--- src/core/ldoreg_pkg.sv ---
package ldoreg_pkg;
  localparam int unsigned ADDR_W = 8;
  localparam int unsigned DATA_W = 8;
  localparam int unsigned SEL_W = 6;
  localparam int unsigned NUM_REG = 7;
  // Register offsets
  localparam logic [7:0] OFS_REG4_ACTIVE = 8'h1a;
  localparam logic [7:0] OFS_REG4_CEIL = 8'h1b;
  localparam logic [7:0] OFS_REG5_CTRL = 8'h1c;
  localparam logic [7:0] OFS_REG6_CTRL = 8'h1d;
  localparam logic [7:0] OFS_REG7_CTRL = 8'h1e;
  localparam logic [7:0] OFS_REG8_CTRL = 8'h1f;
  localparam logic [7:0] OFS_REG9_CTRL = 8'h20;
  // Field positions
  localparam int unsigned BIT_ENABLE = 7;
  localparam int unsigned BIT_LOWPWR = 6;
  localparam int unsigned BIT_SEL_TOP = 5;
  // Fixed reset and reserved-bit values and ceiling codes that leave the ceiling unlocked
  localparam logic LOWPWR_RST = 1'h0;
  localparam logic [1:0] CEIL_RSVD_VAL = 2'h0;
  localparam logic [5:0] CEIL_OPEN_HI = 6'h3f;
  localparam logic [5:0] CEIL_OPEN_LO = 6'h00;
endpackage : ldoreg_pkg

--- src/core/ldoreg_bank.sv ---
`timescale 1ns/10ps
`default_nettype none
module ldoreg_bank
  import ldoreg_pkg::*;
#(
  parameter int unsigned NUM_LDO = 6,
  parameter logic [NUM_LDO*8-1:0] OTP_CTRL_DEFAULT = '0,
  parameter logic [5:0] OTP_CEIL_DEFAULT = 6'h3f
) (
  input wire logic clk_i,
  input wire logic arst_n_i,
  input wire logic otp_reload_i,
  input wire logic wr_en_i,
  input wire logic rd_en_i,
  input wire logic [ADDR_W-1:0] addr_i,
  input wire logic [DATA_W-1:0] wdata_i,
  output logic [DATA_W-1:0] rdata_o,
  output logic rd_hit_o,
  input wire logic [NUM_LDO-1:0] forced_off_i,
  output logic [NUM_LDO-1:0] ldo_en_o,
  output logic [NUM_LDO-1:0] ldo_lowpwr_o,
  output logic [NUM_LDO*SEL_W-1:0] ldo_sel_o,
  output logic ceil_locked_o
);

  ////////////////////////////////////////////////////////////////////////
  // The decoder and the read mux are written out for six channels, so a
  // different count is refused while the design elaborates.
  if (NUM_LDO != 6) begin : g_bad_count
    $error("ldoreg_bank serves exactly six regulators");
  end

  ////////////////////////////////////////////////////////////////////////
  // Stored register contents and the ceiling and clamp logic built on them
  logic [7:0] ctrl [NUM_LDO];
  logic [5:0] ceil;
  logic [5:0] next_ceil;
  logic ceil_lock;
  logic ceil_open;
  logic ceil_wr_ok;
  logic [5:0] clamped;

  // Decoder outputs and read path
  logic [NUM_LDO-1:0] hit;
  logic ceil_hit;
  logic [DATA_W-1:0] next_rdata;
  logic next_rd_hit;

  ////////////////////////////////////////////////////////////////////////
  // Address decode: one select per register, never more than one high.
  // Offsets outside the bank leave every select low, so such writes are
  // dropped and such reads return zero.
  always_comb begin
    hit = '0;
    ceil_hit = 1'b0;
    if (addr_i == OFS_REG4_ACTIVE) begin
      hit[0] = 1'b1;
    end else if (addr_i == OFS_REG4_CEIL) begin
      ceil_hit = 1'b1;
    end else if (addr_i == OFS_REG5_CTRL) begin
      hit[1] = 1'b1;
    end else if (addr_i == OFS_REG6_CTRL) begin
      hit[2] = 1'b1;
    end else if (addr_i == OFS_REG7_CTRL) begin
      hit[3] = 1'b1;
    end else if (addr_i == OFS_REG8_CTRL) begin
      hit[4] = 1'b1;
    end else if (addr_i == OFS_REG9_CTRL) begin
      hit[5] = 1'b1;
    end
  end

  assign clamped = (wdata_i[5:0] > ceil) ? ceil : wdata_i[5:0];

  ////////////////////////////////////////////////////////////////////////
  genvar g;
  generate
    for (g = 0; g < NUM_LDO; g++) begin : g_ldo
      always_ff @(posedge clk_i or negedge arst_n_i) begin
        if (!arst_n_i) begin
          ctrl[g] <= {OTP_CTRL_DEFAULT[g*8+7], LOWPWR_RST,
                      OTP_CTRL_DEFAULT[g*8+5 -: 6]};
        end else if (otp_reload_i) begin
          ctrl[g] <= {OTP_CTRL_DEFAULT[g*8+7], LOWPWR_RST,
                      OTP_CTRL_DEFAULT[g*8+5 -: 6]};
        end else if (wr_en_i && hit[g]) begin
          ctrl[g][BIT_ENABLE] <= wdata_i[BIT_ENABLE];
          ctrl[g][BIT_LOWPWR] <= wdata_i[BIT_LOWPWR];
          ctrl[g][5:0] <= (g == 0) ? clamped : wdata_i[5:0];
        end
      end
      assign ldo_en_o[g] = ctrl[g][BIT_ENABLE] & ~forced_off_i[g];
      assign ldo_lowpwr_o[g] = ctrl[g][BIT_LOWPWR];
      if (g < 2) begin : g_hi
        assign ldo_sel_o[g*SEL_W +: SEL_W] = {1'b1, ctrl[g][4:0]};
      end else begin : g_full
        assign ldo_sel_o[g*SEL_W +: SEL_W] = ctrl[g][5:0];
      end
    end
  endgenerate

  ////////////////////////////////////////////////////////////////////////
  // Ceiling register
  //
  // Only the two open codes leave the ceiling writable. Any other code
  // locks, whether it arrived by a write or came from the programmed
  // default; only a default reload or a power-on reset unlocks it.
  // The range bits of this ceiling live outside this bank.
  // open code test
  assign ceil_open = (ceil == CEIL_OPEN_HI) || (ceil == CEIL_OPEN_LO);

  // write gate
  // The sticky flag sets one cycle after a locking code is stored, so the
  // gate also looks at the stored code itself; otherwise a second write
  // on the very next cycle would slip past the lock.
  assign ceil_wr_ok = wr_en_i && ceil_hit && !ceil_lock && ceil_open;

  always_comb begin
    next_ceil = ceil;
    if (ceil_wr_ok) begin
      next_ceil = wdata_i[5:0];
    end
  end

  always_ff @(posedge clk_i or negedge arst_n_i) begin
    if (!arst_n_i) begin
      ceil <= OTP_CEIL_DEFAULT;
    end else if (otp_reload_i) begin
      ceil <= OTP_CEIL_DEFAULT;
    end else begin
      ceil <= next_ceil;
    end
  end

  // sticky lock
  // A reload in the same cycle as a locking code wins: the default is
  // stored and the lock is judged again from it on the next cycle.
  always_ff @(posedge clk_i or negedge arst_n_i) begin
    if (!arst_n_i) begin
      ceil_lock <= 1'b0;
    end else if (otp_reload_i) begin
      ceil_lock <= 1'b0;
    end else if (!ceil_open) begin
      ceil_lock <= 1'b1;
    end
  end

  assign ceil_locked_o = ceil_lock | ~ceil_open;

  ////////////////////////////////////////////////////////////////////////
  // Read path
  //
  // The mux is combinational and only its result is registered, so read
  // data appears the cycle after the strobe and then holds.
  // Unmapped offsets read zero with the hit flag low.
  always_comb begin
    next_rdata = '0;
    next_rd_hit = 1'b1;
    if (ceil_hit) begin
      next_rdata = {CEIL_RSVD_VAL, ceil};
    end else if (hit[0]) begin
      next_rdata = {ctrl[0][7:6], 1'b1, ctrl[0][4:0]};
    end else if (hit[1]) begin
      // Same forced bit for regulator five
      next_rdata = {ctrl[1][7:6], 1'b1, ctrl[1][4:0]};
    end else if (hit[2]) begin
      // Regulators six to nine read back unchanged
      next_rdata = ctrl[2];
    end else if (hit[3]) begin
      next_rdata = ctrl[3];
    end else if (hit[4]) begin
      next_rdata = ctrl[4];
    end else if (hit[5]) begin
      next_rdata = ctrl[5];
    end else begin
      next_rd_hit = 1'b0;
    end
  end

  // Read data holds until the next read, so a host may take it late
  always_ff @(posedge clk_i or negedge arst_n_i) begin
    if (!arst_n_i) begin
      rdata_o <= '0;
    end else if (rd_en_i) begin
      rdata_o <= next_rdata;
    end
  end

  // Hit flag is high only in the cycle after each strobe cycle that hits; it does not hold
  always_ff @(posedge clk_i or negedge arst_n_i) begin
    if (!arst_n_i) begin
      rd_hit_o <= 1'b0;
    end else begin
      rd_hit_o <= rd_en_i && next_rd_hit;
    end
  end

endmodule : ldoreg_bank
`default_nettype wire

--- config.mk ---
export PLATFORM = sky130hd
export DESIGN_NAME = ldoreg_bank
export DESIGN_NICKNAME = d
export VERILOG_FILES = /design/src/core/ldoreg_pkg.sv /design/src/core/ldoreg_bank.sv
export SDC_FILE = /design/constraint.sdc
export NUM_CORES = 1
export LEC_CHECK = 0
export BUFFER_PORTS_ARGS = -buffer_cell sky130_fd_sc_hd__buf_2
export CELL_PAD_IN_SITES_DETAIL_PLACEMENT = 0
export CELL_PAD_IN_SITES_GLOBAL_PLACEMENT = 2
export CORE_ASPECT_RATIO = 1.75
export CORE_MARGIN = 2
export CORE_UTILIZATION = 33
export DETAILED_ROUTE_END_ITERATION = 10
export GPL_ROUTABILITY_DRIVEN = 0
export PLACE_DENSITY_LB_ADDON = 0.15
export SLEW_MARGIN = 5
export SYNTH_ARGS = -nofsm -noshare
export SYNTH_HDL_FRONTEND = slang
export SYNTH_SLANG_ARGS = --single-unit
--- constraint.sdc ---
create_clock -name clk_i -period 2.9 [get_ports clk_i]
set_clock_uncertainty 0.05 [all_clocks]
set_input_delay 0.87 -clock clk_i [delete_from_list [all_inputs] [get_ports clk_i]]
set_output_delay 0.87 -clock clk_i [all_outputs]
set_load 0.005 [all_outputs]
### After elaboration in Yosys (flattened, before gate mapping)

Index checks and enable logic that the tools add are counted.

| storage, ports and cells | value |
|---|---|
| bits in writable memories | 0 |
| bits in read-only memories | 0 |
| flip-flop bits (word level) | 64 |
| bits in latches | 0 |
| memories | 0 |
| output and inout bits | 58 |
| input port bits | 27 |
| logic and storage cells | 99 |

| cells by class | value |
|---|---|
| bitwise logic cells | 14 |
| div/mod/pow operators | 0 |
| shift-type cells | 0 |
| multipliers | 0 |
| equal/unequal tests | 9 |
| multiplexer cells | 45 |
| order comparisons | 1 |
| reduce and logical (&&, ||, !) cells | 20 |
| $add $sub $neg | 0 |

Operators with widths:

| kind | count |
|---|---|
| two-way mux 8 bit | 19 |
| == test 8 x 5 -> 1 bit (second input constant) | 6 |
| two-way mux 1 bit | 18 |
| two-way mux 6 bit | 3 |
| nonzero test 2 bit | 7 |
| logical AND 1 bit | 10 |
| two-way mux 5 bit | 2 |
| == test 8 x 6 -> 1 bit (second input constant) | 1 |
| inverter 1 bit | 7 |
| bitwise AND 1 bit | 6 |
| == test 6 bit (second input constant) | 1 |
| > comparator 6 bit | 1 |
| zero test 6 bit | 1 |
| two-way mux 4 bit | 1 |
| two-way mux 3 bit | 1 |
| two-way mux 2 bit | 1 |
| inequality test 2 bit (second input constant) | 1 |
| zero test 1 bit | 1 |
| logical OR 1 bit | 1 |
| OR 1 bit | 1 |

### Longest topological paths before layout

Gate-level depths: netlist of run 1.

| logic depth | value |
|---|---|
| depth in word-level cells | 16 |
| depth in mapped cells | 8 |
| depth with buffers taken out | 7 |

### Worst setup path before layout of run 1

No wires, ideal clock.

| timing path | value |
|---|---|
| kind | input -> register |
| start point | input port addr_i[0] |
| end point | register ctrl (netlist bit ldo_sel_o[0]) |
| slack | 340 ps |
| library setup time | 87 ps |
| buffers on the path | 3 |
| stages on the path | 8 |
| arrival | 2423 ps |
| required time | 2763 ps |
| path through | buf_4 > or3b_2 > or3_1 > buf_4 > nor2_8 > buf_6 > nor2_1 > a211oi_2 |

| on the way | value |
|---|---|
| cells in the longest elaborated chain, start to end | 4 |

Ends and longest elaborated chain:

| what | line | text |
|---|---|---|
| start: declaration | ldoreg_bank.sv:15 | `input wire logic [ADDR_W-1:0] addr_i,` |
| == test 8 x 5 -> 1 bit | ldoreg_bank.sv:56 | `if (addr_i == OFS_REG4_ACTIVE) begin` |
| two-way mux 1 bit | ldoreg_bank.sv:56 |  |
| logical AND 1 bit | ldoreg_bank.sv:86 | `end else if (wr_en_i && hit[g]) begin` |
| nonzero test 2 bit (no line) | n/a |  |
| end signal: indexed assignment | ldoreg_bank.sv:87 | `ctrl[g][BIT_ENABLE] <= wdata_i[BIT_ENABLE];` |
| end signal: indexed assignment | ldoreg_bank.sv:88 | `ctrl[g][BIT_LOWPWR] <= wdata_i[BIT_LOWPWR];` |
| end signal: indexed assignment | ldoreg_bank.sv:89 | `ctrl[g][5:0] <= (g == 0) ? clamped : wdata_i[5:0];` |
| end: declaration | ldoreg_bank.sv:35 | `logic [7:0] ctrl [NUM_LDO];` |

Every way passes these cells.
A chain may end at the register's enable or synchronous reset.

### Worst setup path in the final report of run 1

| timing path | value |
|---|---|
| start point | register ceil[3] |
| end point | output port ceil_locked_o |

| on the way | value |
|---|---|
| cells in the longest elaborated chain, start to end | 4 |

Ends and longest elaborated chain:

| what | line | text |
|---|---|---|
| start: declaration | ldoreg_bank.sv:36 | `logic [5:0] ceil;` |
| start signal: assignment | ldoreg_bank.sv:131 | `ceil <= next_ceil;` |
| == test 6 bit / zero test 6 bit (equally long branches) | ldoreg_bank.sv:110 | `assign ceil_open = (ceil == CEIL_OPEN_HI) \|\| (ceil == CEIL_OPEN_LO);` |
| logical OR 1 bit (*) | ldoreg_bank.sv:110 |  |
| inverter 1 bit (*) | ldoreg_bank.sv:148 | `assign ceil_locked_o = ceil_lock \| ~ceil_open;` |
| OR 1 bit (*) | ldoreg_bank.sv:148 |  |
| end: declaration | ldoreg_bank.sv:23 | `output logic ceil_locked_o` |

Mark *: on every way between the ends. The rest lies on a longest branch, timed or not.

==> results.py, run 1 <==
metrics = {
    "status": {
        "status": "complete, no violations",
    },
    "final_layout": {
        "n_antenna_cell": 0,
        "drive_above_1_share": 0.337,
        "final_area_mm2": 0.00447,
        "syn_to_final_growth_pct": 19.2,
        "final_cell_mix": "buf_2 (82), nor2_1 (64), dfrtp_1 (56)",
        "final_cells": 595,
        "mostFrequentLayoutCell": "buf_2",
        "fin_nets": 491,
    },
    "sta": {
        "relSlewSlack": 0.587,
        "period_needed_ps": 2530,
        "worstMarginPinSlew_ps": 619,
        "tns_ps": 0,
        "finalCritPeriodShare": 0.872,
        "grt_setup_unrepaired": "no",
        "maxSlewViolCount": 0,
        "hold_viol_final": 0,
        "fmax_mhz": 395,
        "setup_ws_ps": 370,
        "setup_viol": 0,
    },
    "route": {
        "wl_per_cell_um": 19.9,
        "met1_length_um": 4880,
        "viasPerCell": 5.11,
        "dr.pass1.iters": 4,
        "via_count": 3038,
        "wirelength_um": 11800,
        "final_antenna_net_count": 0,
        "wl_met3_um": 430,
        "top_layer_used": "met4",
        "drtIter0Drc": 137,
        "dr_wl_met2_um": 6210,
        "drc_errors": 0,
    },
    "critical_path": {
        "critPathMaxStageDelay_ps": 590,
        "crit_chain": "nand4_1 -> a2bb2oi_1 -> or2_2 -> buf_2",
        "end_kind": "primary output",
        "required_ps": 1980,
        "cpMaxStageDelayCell": "dfstp_2",
        "rr_worst_depth": 8,
        "arrival_ps": 1610,
        "r2r_start": "ceil[5]$_DFFE_PN1P_",
        "crit_type": "flip-flop to primary output",
        "cpLargestDelayFamily": "flip-flops",
        "r2r_end": "ldo_sel_o[4]$_DFFE_PN0P_",
        "worst-path-stages": 4,
        "crit_path_max_fanout": 5,
        "rrSetupSlack_ps": 760,
        "critPathBufInv": 1,
        "critPathLaunchType": "flip-flop",
    },
    "place": {
        "dpl.hpwl_um": 9120,
        "port_buffers": 82,
        "place_ws_ps": 174,
        "dp.cells": 579,
        "placed_area_mm2": 0.00415,
    },
    "pwr": {
        "peakVddDrop_mv": 0.295,
        "total_power_w": 0.00221,
        "leakage_nw": 2.42,
        "power.density_mw_per_mm2": 494,
    },
    "yosys": {
        "ys_types": 49,
        "yosysTopAreaCellShare": 0.374,
        "ys_ff_latch": 62,
        "yosys_warnings": 0,
        "synth-main-ff-cell": "dfrtp_1",
        "synth-edff-count": 0,
        "synth_top_area_cell": "dfrtp_1",
        "synthesis.area_mm2": 0.00375,
        "syn_inst": 399,
        "synth_area_leaders": "dfrtp_1 (37%), mux2i_1 (9.9%), buf_4 (8.8%)",
        "ys_seq_area_frac": 0.416,
        "synth_area_per_cell_um2": 9.40,
        "async_flop_share": 1.00,
    },
    "clock_network": {
        "cts_tree": "built",
        "clock-sinks": 62,
        "clk_pin_slew_ps": 50,
        "clockRootBuffer": "clkbuf_16",
        "cts-resized-gates": 0,
        "insertion_delay_ps": 340,
        "cts_buffers": 9,
        "htreeDepth": 3,
        "hold_buffers": 0,
        "clockBufferDepth": 2,
        "post_cts_buffers": 0,
    },
    "grt": {
        "grt_usage": 0.199,
        "antenna_found_initial": 0,
        "grt_pass1_wl_um": 18500,
        "overflow": 0,
        "grt_max_degree": 40,
        "grt_pass1_vias": 3126,
    },
    "floorplanning": {
        "die_h_um": 145,
        "die_w_um": 84.6,
        "coreArea_mm2": 0.0111,
        "io_pins": 85,
        "num_rows": 51,
        "die-area_mm2": 0.0123,
        "start_util": 0.338,
    },
    "worst_hold_path": {
        "holdPathEnd": "ldo_sel_o[17]$_DFFE_PN0P_",
        "whs_path_depth": 2,
        "hold_path.class": "flip-flop to flip-flop",
        "hp-start": "ldo_sel_o[17]$_DFFE_PN0P_",
    },
    "job": {
        "drv_cap": 0,
    },
}
[metrics by stage]
stage                     hold WS (ps)   util
after floorplan                    448      -
after global placement             471  0.374
after detailed placement           476  0.374
after CTS                          493  0.403
after global routing               521  0.403
final                              492  0.403
[kinds of logic after synthesis]
family	after synthesis	share of synthesized area
buffers and inverters	74	0.121
other	1	0.00100
flip-flops	62	0.416
adder cells (fa/ha/maj)	6	0.0200
multiplexers	44	0.120
AO/OA/AOI/OAI	78	0.143
AND/OR/NAND/NOR	134	0.179
[cell usage after synthesis (all sizes together), types with 2 or more instances]
| cell type | number |
|---|---|
| nand4 | 4 |
| nor2 | 66 |
| a32o | 2 |
| a2111oi | 2 |
| dfrtp | 56 |
| nand3 | 13 |
| a21oi | 25 |
| mux2 | 7 |
| nand2b | 9 |
| nand2 | 16 |
| a211oi | 5 |
| inv | 8 |
| mux2i | 37 |
| a22o | 2 |
| o21ai | 17 |
| buf | 51 |
| clkbuf | 15 |
| dfstp | 6 |
| a32oi | 5 |
| o221a | 3 |
| ha | 6 |
| nor4b | 3 |
| o22ai | 4 |
| nor2b | 11 |
| a211o | 6 |
| o21a | 2 |
| a31oi | 2 |
[metal layers]
metal  vias to the layer above  track usage
met5                         -            0
met2                        74        0.343
met4                         0       0.0794
met1                      1471        0.242
li1                       1475            -
met3                        18       0.0364
[worst register-to-register path, cell delays in order (launching register included)]
cell and delay [ps]:
dfstp_2 540, inv_1 90, ha_1 320, and4_1 220, o21ai_0 90, a32oi_1 190
buf_4 190, mux2i_1 220, a211oi_2 90
[sequential cells by signal, indices dropped and copies added, names as in the netlist]
name,cells
ldo_lowpwr_o,6
rd_hit_o,1
ldo_sel_o,34
rdata_o,8
ceil,6
ctrl,6
ceil_lock,1
[cell type report]
class	count	area (µm²)
clock inverter	3	40.0
tap	132	165
multi-input combinational	264	1740
sequential	62	1560
timing repair buffer	113	656
clock buffer	13	280
inverter	8	30.0
fill	1171	6630
[where the power goes]
| part | leakage, nW | switching (W) | internal [W] |
|---|---|---|---|
| sequential | 0.834 | 0.00000746 | 0.000876 |
| combinational | 1.42 | 0.000123 | 0.0000635 |
| clock | 0.162 | 0.000383 | 0.000755 |
| total | 2.42 | 0.000513 | 0.00169 |
[worst max-delay path by stage]
stage                                   to  slack [ps]                start
2_1_floorplan     ldo_sel_o[0]$_DFFE_PN0P_         340            addr_i[0]
3_3_place_gp   ldo_lowpwr_o[0]$_DFFE_PN0P_         190            addr_i[7]
3_5_place_dp        rdata_o[1]$_DFFE_PN0P_         170            addr_i[7]
4_1_cts                      ceil_locked_o         340  ceil[3]$_DFFE_PN1P_
5_1_grt                      ceil_locked_o         320  ceil[2]$_DFFE_PN1P_
6_report                     ceil_locked_o         370  ceil[3]$_DFFE_PN1P_
(Power assumes the default switching activity.)
==> inputs of run 2 (changes only) <==
--- a/config.mk
+++ b/config.mk
@@ -10,7 +10,7 @@
 export CELL_PAD_IN_SITES_GLOBAL_PLACEMENT = 2
 export CORE_ASPECT_RATIO = 1.75
 export CORE_MARGIN = 2
-export CORE_UTILIZATION = 33
+export CORE_UTILIZATION = 30
 export DETAILED_ROUTE_END_ITERATION = 10
 export GPL_ROUTABILITY_DRIVEN = 0
 export PLACE_DENSITY_LB_ADDON = 0.15
==> constraint.sdc (replaced) <==
create_clock -name clk_i -period 2.32 [get_ports clk_i]
set_clock_uncertainty 0.05 [all_clocks]
set_input_delay 0.696 -clock clk_i [delete_from_list [all_inputs] [get_ports clk_i]]
set_output_delay 0.696 -clock clk_i [all_outputs]
set_load 0.005 [all_outputs]
==> run 2 against run 1 <==
Clock-buffer cell count decreased by 2. Sequential power grew 24%. Clock power is 39% higher. Critical path depth unchanged. First-iteration DRC count grew 11%. Hold slack lost 170 ps. Core utilization is 1.3 points lower. Sequential cell count did not move. Final cell count rose by 11%. Power grew 33%. Register-to-register slack worse by 650 ps. Via count grew 4.2%. Critical endpoint unchanged. Largest cell class unchanged.
==> results.py, run 2 (synthesis gave the netlist of run 1 again) <==
metrics = {
    "status": {
        "status": "complete, no violations",
    },
    "final_layout": {
        "n_antenna_cell": 0,
        "drive_above_1_share": 0.386,
        "mostFrequentLayoutCell": "buf_2",
        "final_area_mm2": 0.00482,
        "fin_nets": 518,
        "syn_to_final_growth_pct": 28.4,
        "fin_util": 0.389,
        "final_cells": 658,
        "largest_register_ffs": 34,
        "final_cell_mix": "buf_2 (81), nor2_1 (59), dfrtp_1 (56)",
    },
    "pwr": {
        "peakVddDrop_mv": 0.325,
        "power.density_mw_per_mm2": 612,
        "leakage_nw": 2.58,
    },
    "grt": {
        "grt_usage": 0.192,
        "grt_pass1_vias": 3259,
        "antenna_found_initial": 0,
        "grt_pass1_wl_um": 18900,
        "overflow": 0,
        "grt_max_degree": 63,
    },
    "floorplanning": {
        "die-area_mm2": 0.0134,
        "die_w_um": 88.5,
        "num_rows": 54,
        "coreArea_mm2": 0.0124,
        "die_h_um": 152,
        "start_util": 0.303,
        "io_pins": 85,
    },
    "sta": {
        "period_needed_ps": 2280,
        "whs_ps": 326,
        "maxSlewViolCount": 0,
        "setup_viol": 0,
        "finalCritPeriodShare": 0.985,
        "fmax_mhz": 438,
        "hold_viol_final": 0,
        "setup_ws_ps": 35.7,
    },
    "route": {
        "final_antenna_net_count": 0,
        "dr_wl_met2_um": 6540,
        "dr.pass1.iters": 4,
        "drtIter0Drc": 152,
        "viasPerCell": 4.81,
        "met1_length_um": 4950,
        "wl_per_cell_um": 18.7,
        "via_count": 3165,
        "drc_errors": 0,
        "wl_met3_um": 461,
        "wirelength_um": 12300,
        "top_layer_used": "met4",
    },
    "clock_network": {
        "clockBufferDepth": 2,
        "clk_pin_slew_ps": 50,
        "cts_buffers": 9,
        "clock-sinks": 62,
        "insertion_delay_ps": 330,
        "clockRootBuffer": "clkbuf_16",
        "htreeDepth": 3,
        "hold_buffers": 0,
        "cts_tree": "built",
    },
    "critical_path": {
        "r2r_start": "ceil[4]$_DFFE_PN1P_",
        "rr_worst_depth": 9,
        "required_ps": 1570,
        "end_kind": "primary output",
        "critPathBufInv": 1,
        "critPathMaxStageDelay_ps": 580,
        "crit_path_max_fanout": 3,
        "cpMaxStageDelayCell": "dfstp_2",
        "critPathLaunchType": "flip-flop",
        "crit_type": "flip-flop to primary output",
        "arrival_ps": 1540,
        "worst-path-stages": 4,
        "worstSetupStartpoint": "ceil[3]$_DFFE_PN1P_",
        "cpLargestDelayFamily": "flip-flops",
        "crit_chain": "nand4_1 -> a2bb2oi_2 -> or2_4 -> buf_6",
    },
    "place": {
        "port_buffers": 82,
        "place_ws_ps": -244,
        "placed_area_mm2": 0.00439,
        "dp.cells": 636,
        "dpl.hpwl_um": 9120,
    },
    "job": {
        "drv_cap": 0,
    },
    "worst_hold_path": {
        "hold_path.class": "input pin to async pin",
    },
}
## run 2: changes by cell type in the layout (fill, tap and decap cells not counted), moves of 2 or more
cell       change
nor2_1         -5
bufinv_16      +2
clkinv_2       -2
clkbuf_8       -3
buf_4         +25
nor2_2         +5
buf_12         +2
## run 2: cell type report
| type | instances | area [µm²] |
|---|---|---|
| clock buffers | 11 | 243 |
| flip-flops and latches | 62 | 1560 |
| fillers | 1275 | 7550 |
| repair buffers | 140 | 890 |
| clock inverters | 5 | 106 |
| inverters | 8 | 30.0 |
| well taps | 168 | 210 |
| multi-input cells | 264 | 1780 |
## run 2: timing repair
| item | CTS | global route |
|---|---|---|
| pin swaps | 0 | 2 |
| buffers inserted | 5 | 1 |
| gates resized for setup | 1 | 4 |
| setup endpoints to repair | 1 | 1 |
## run 2: path summary, 6_finish.rpt
check / end / slack (ps)
worst min register to register: ldo_sel_o[12]$_DFFE_PN0P_ / 490
worst min-delay path: ldo_sel_o[9]$_DFFE_PN0P_ / 330
max in group asynchronous: ceil[0]$_DFFE_PN1P_ / 1560
worst max-delay path: ceil_locked_o / 40
min in group clk_i: ldo_sel_o[12]$_DFFE_PN0P_ / 490
worst max register to register: ldo_sel_o[4]$_DFFE_PN0P_ / 110
## run 2: report_power, final
| group | switching, W | internal, W | total, W |
|---|---|---|---|
| logic | 0.000159 | 0.0000995 | 0.000259 |
| registers | 0.00000853 | 0.00109 | 0.00110 |
| clock network | 0.000503 | 0.00108 | 0.00158 |
| total | 0.000670 | 0.00227 | 0.00294 |
## run 2: layer usage
metal  track usage  vias up
met5             0        -
met2         0.326       83
met1         0.231     1530
met3        0.0266       17
met4        0.0924        0
li1              -     1535
## run 2: metrics by stage
step / power, W / TNS (ps)
4_1_cts: 0.00300 / 0
3_5_place_dp: 0.00138 / -6740
5_1_grt: 0.00306 / -23.0
6_report: 0.00294 / 0
3_3_place_gp: 0.00138 / -6320
2_1_floorplan: 0.00122 / -54.8
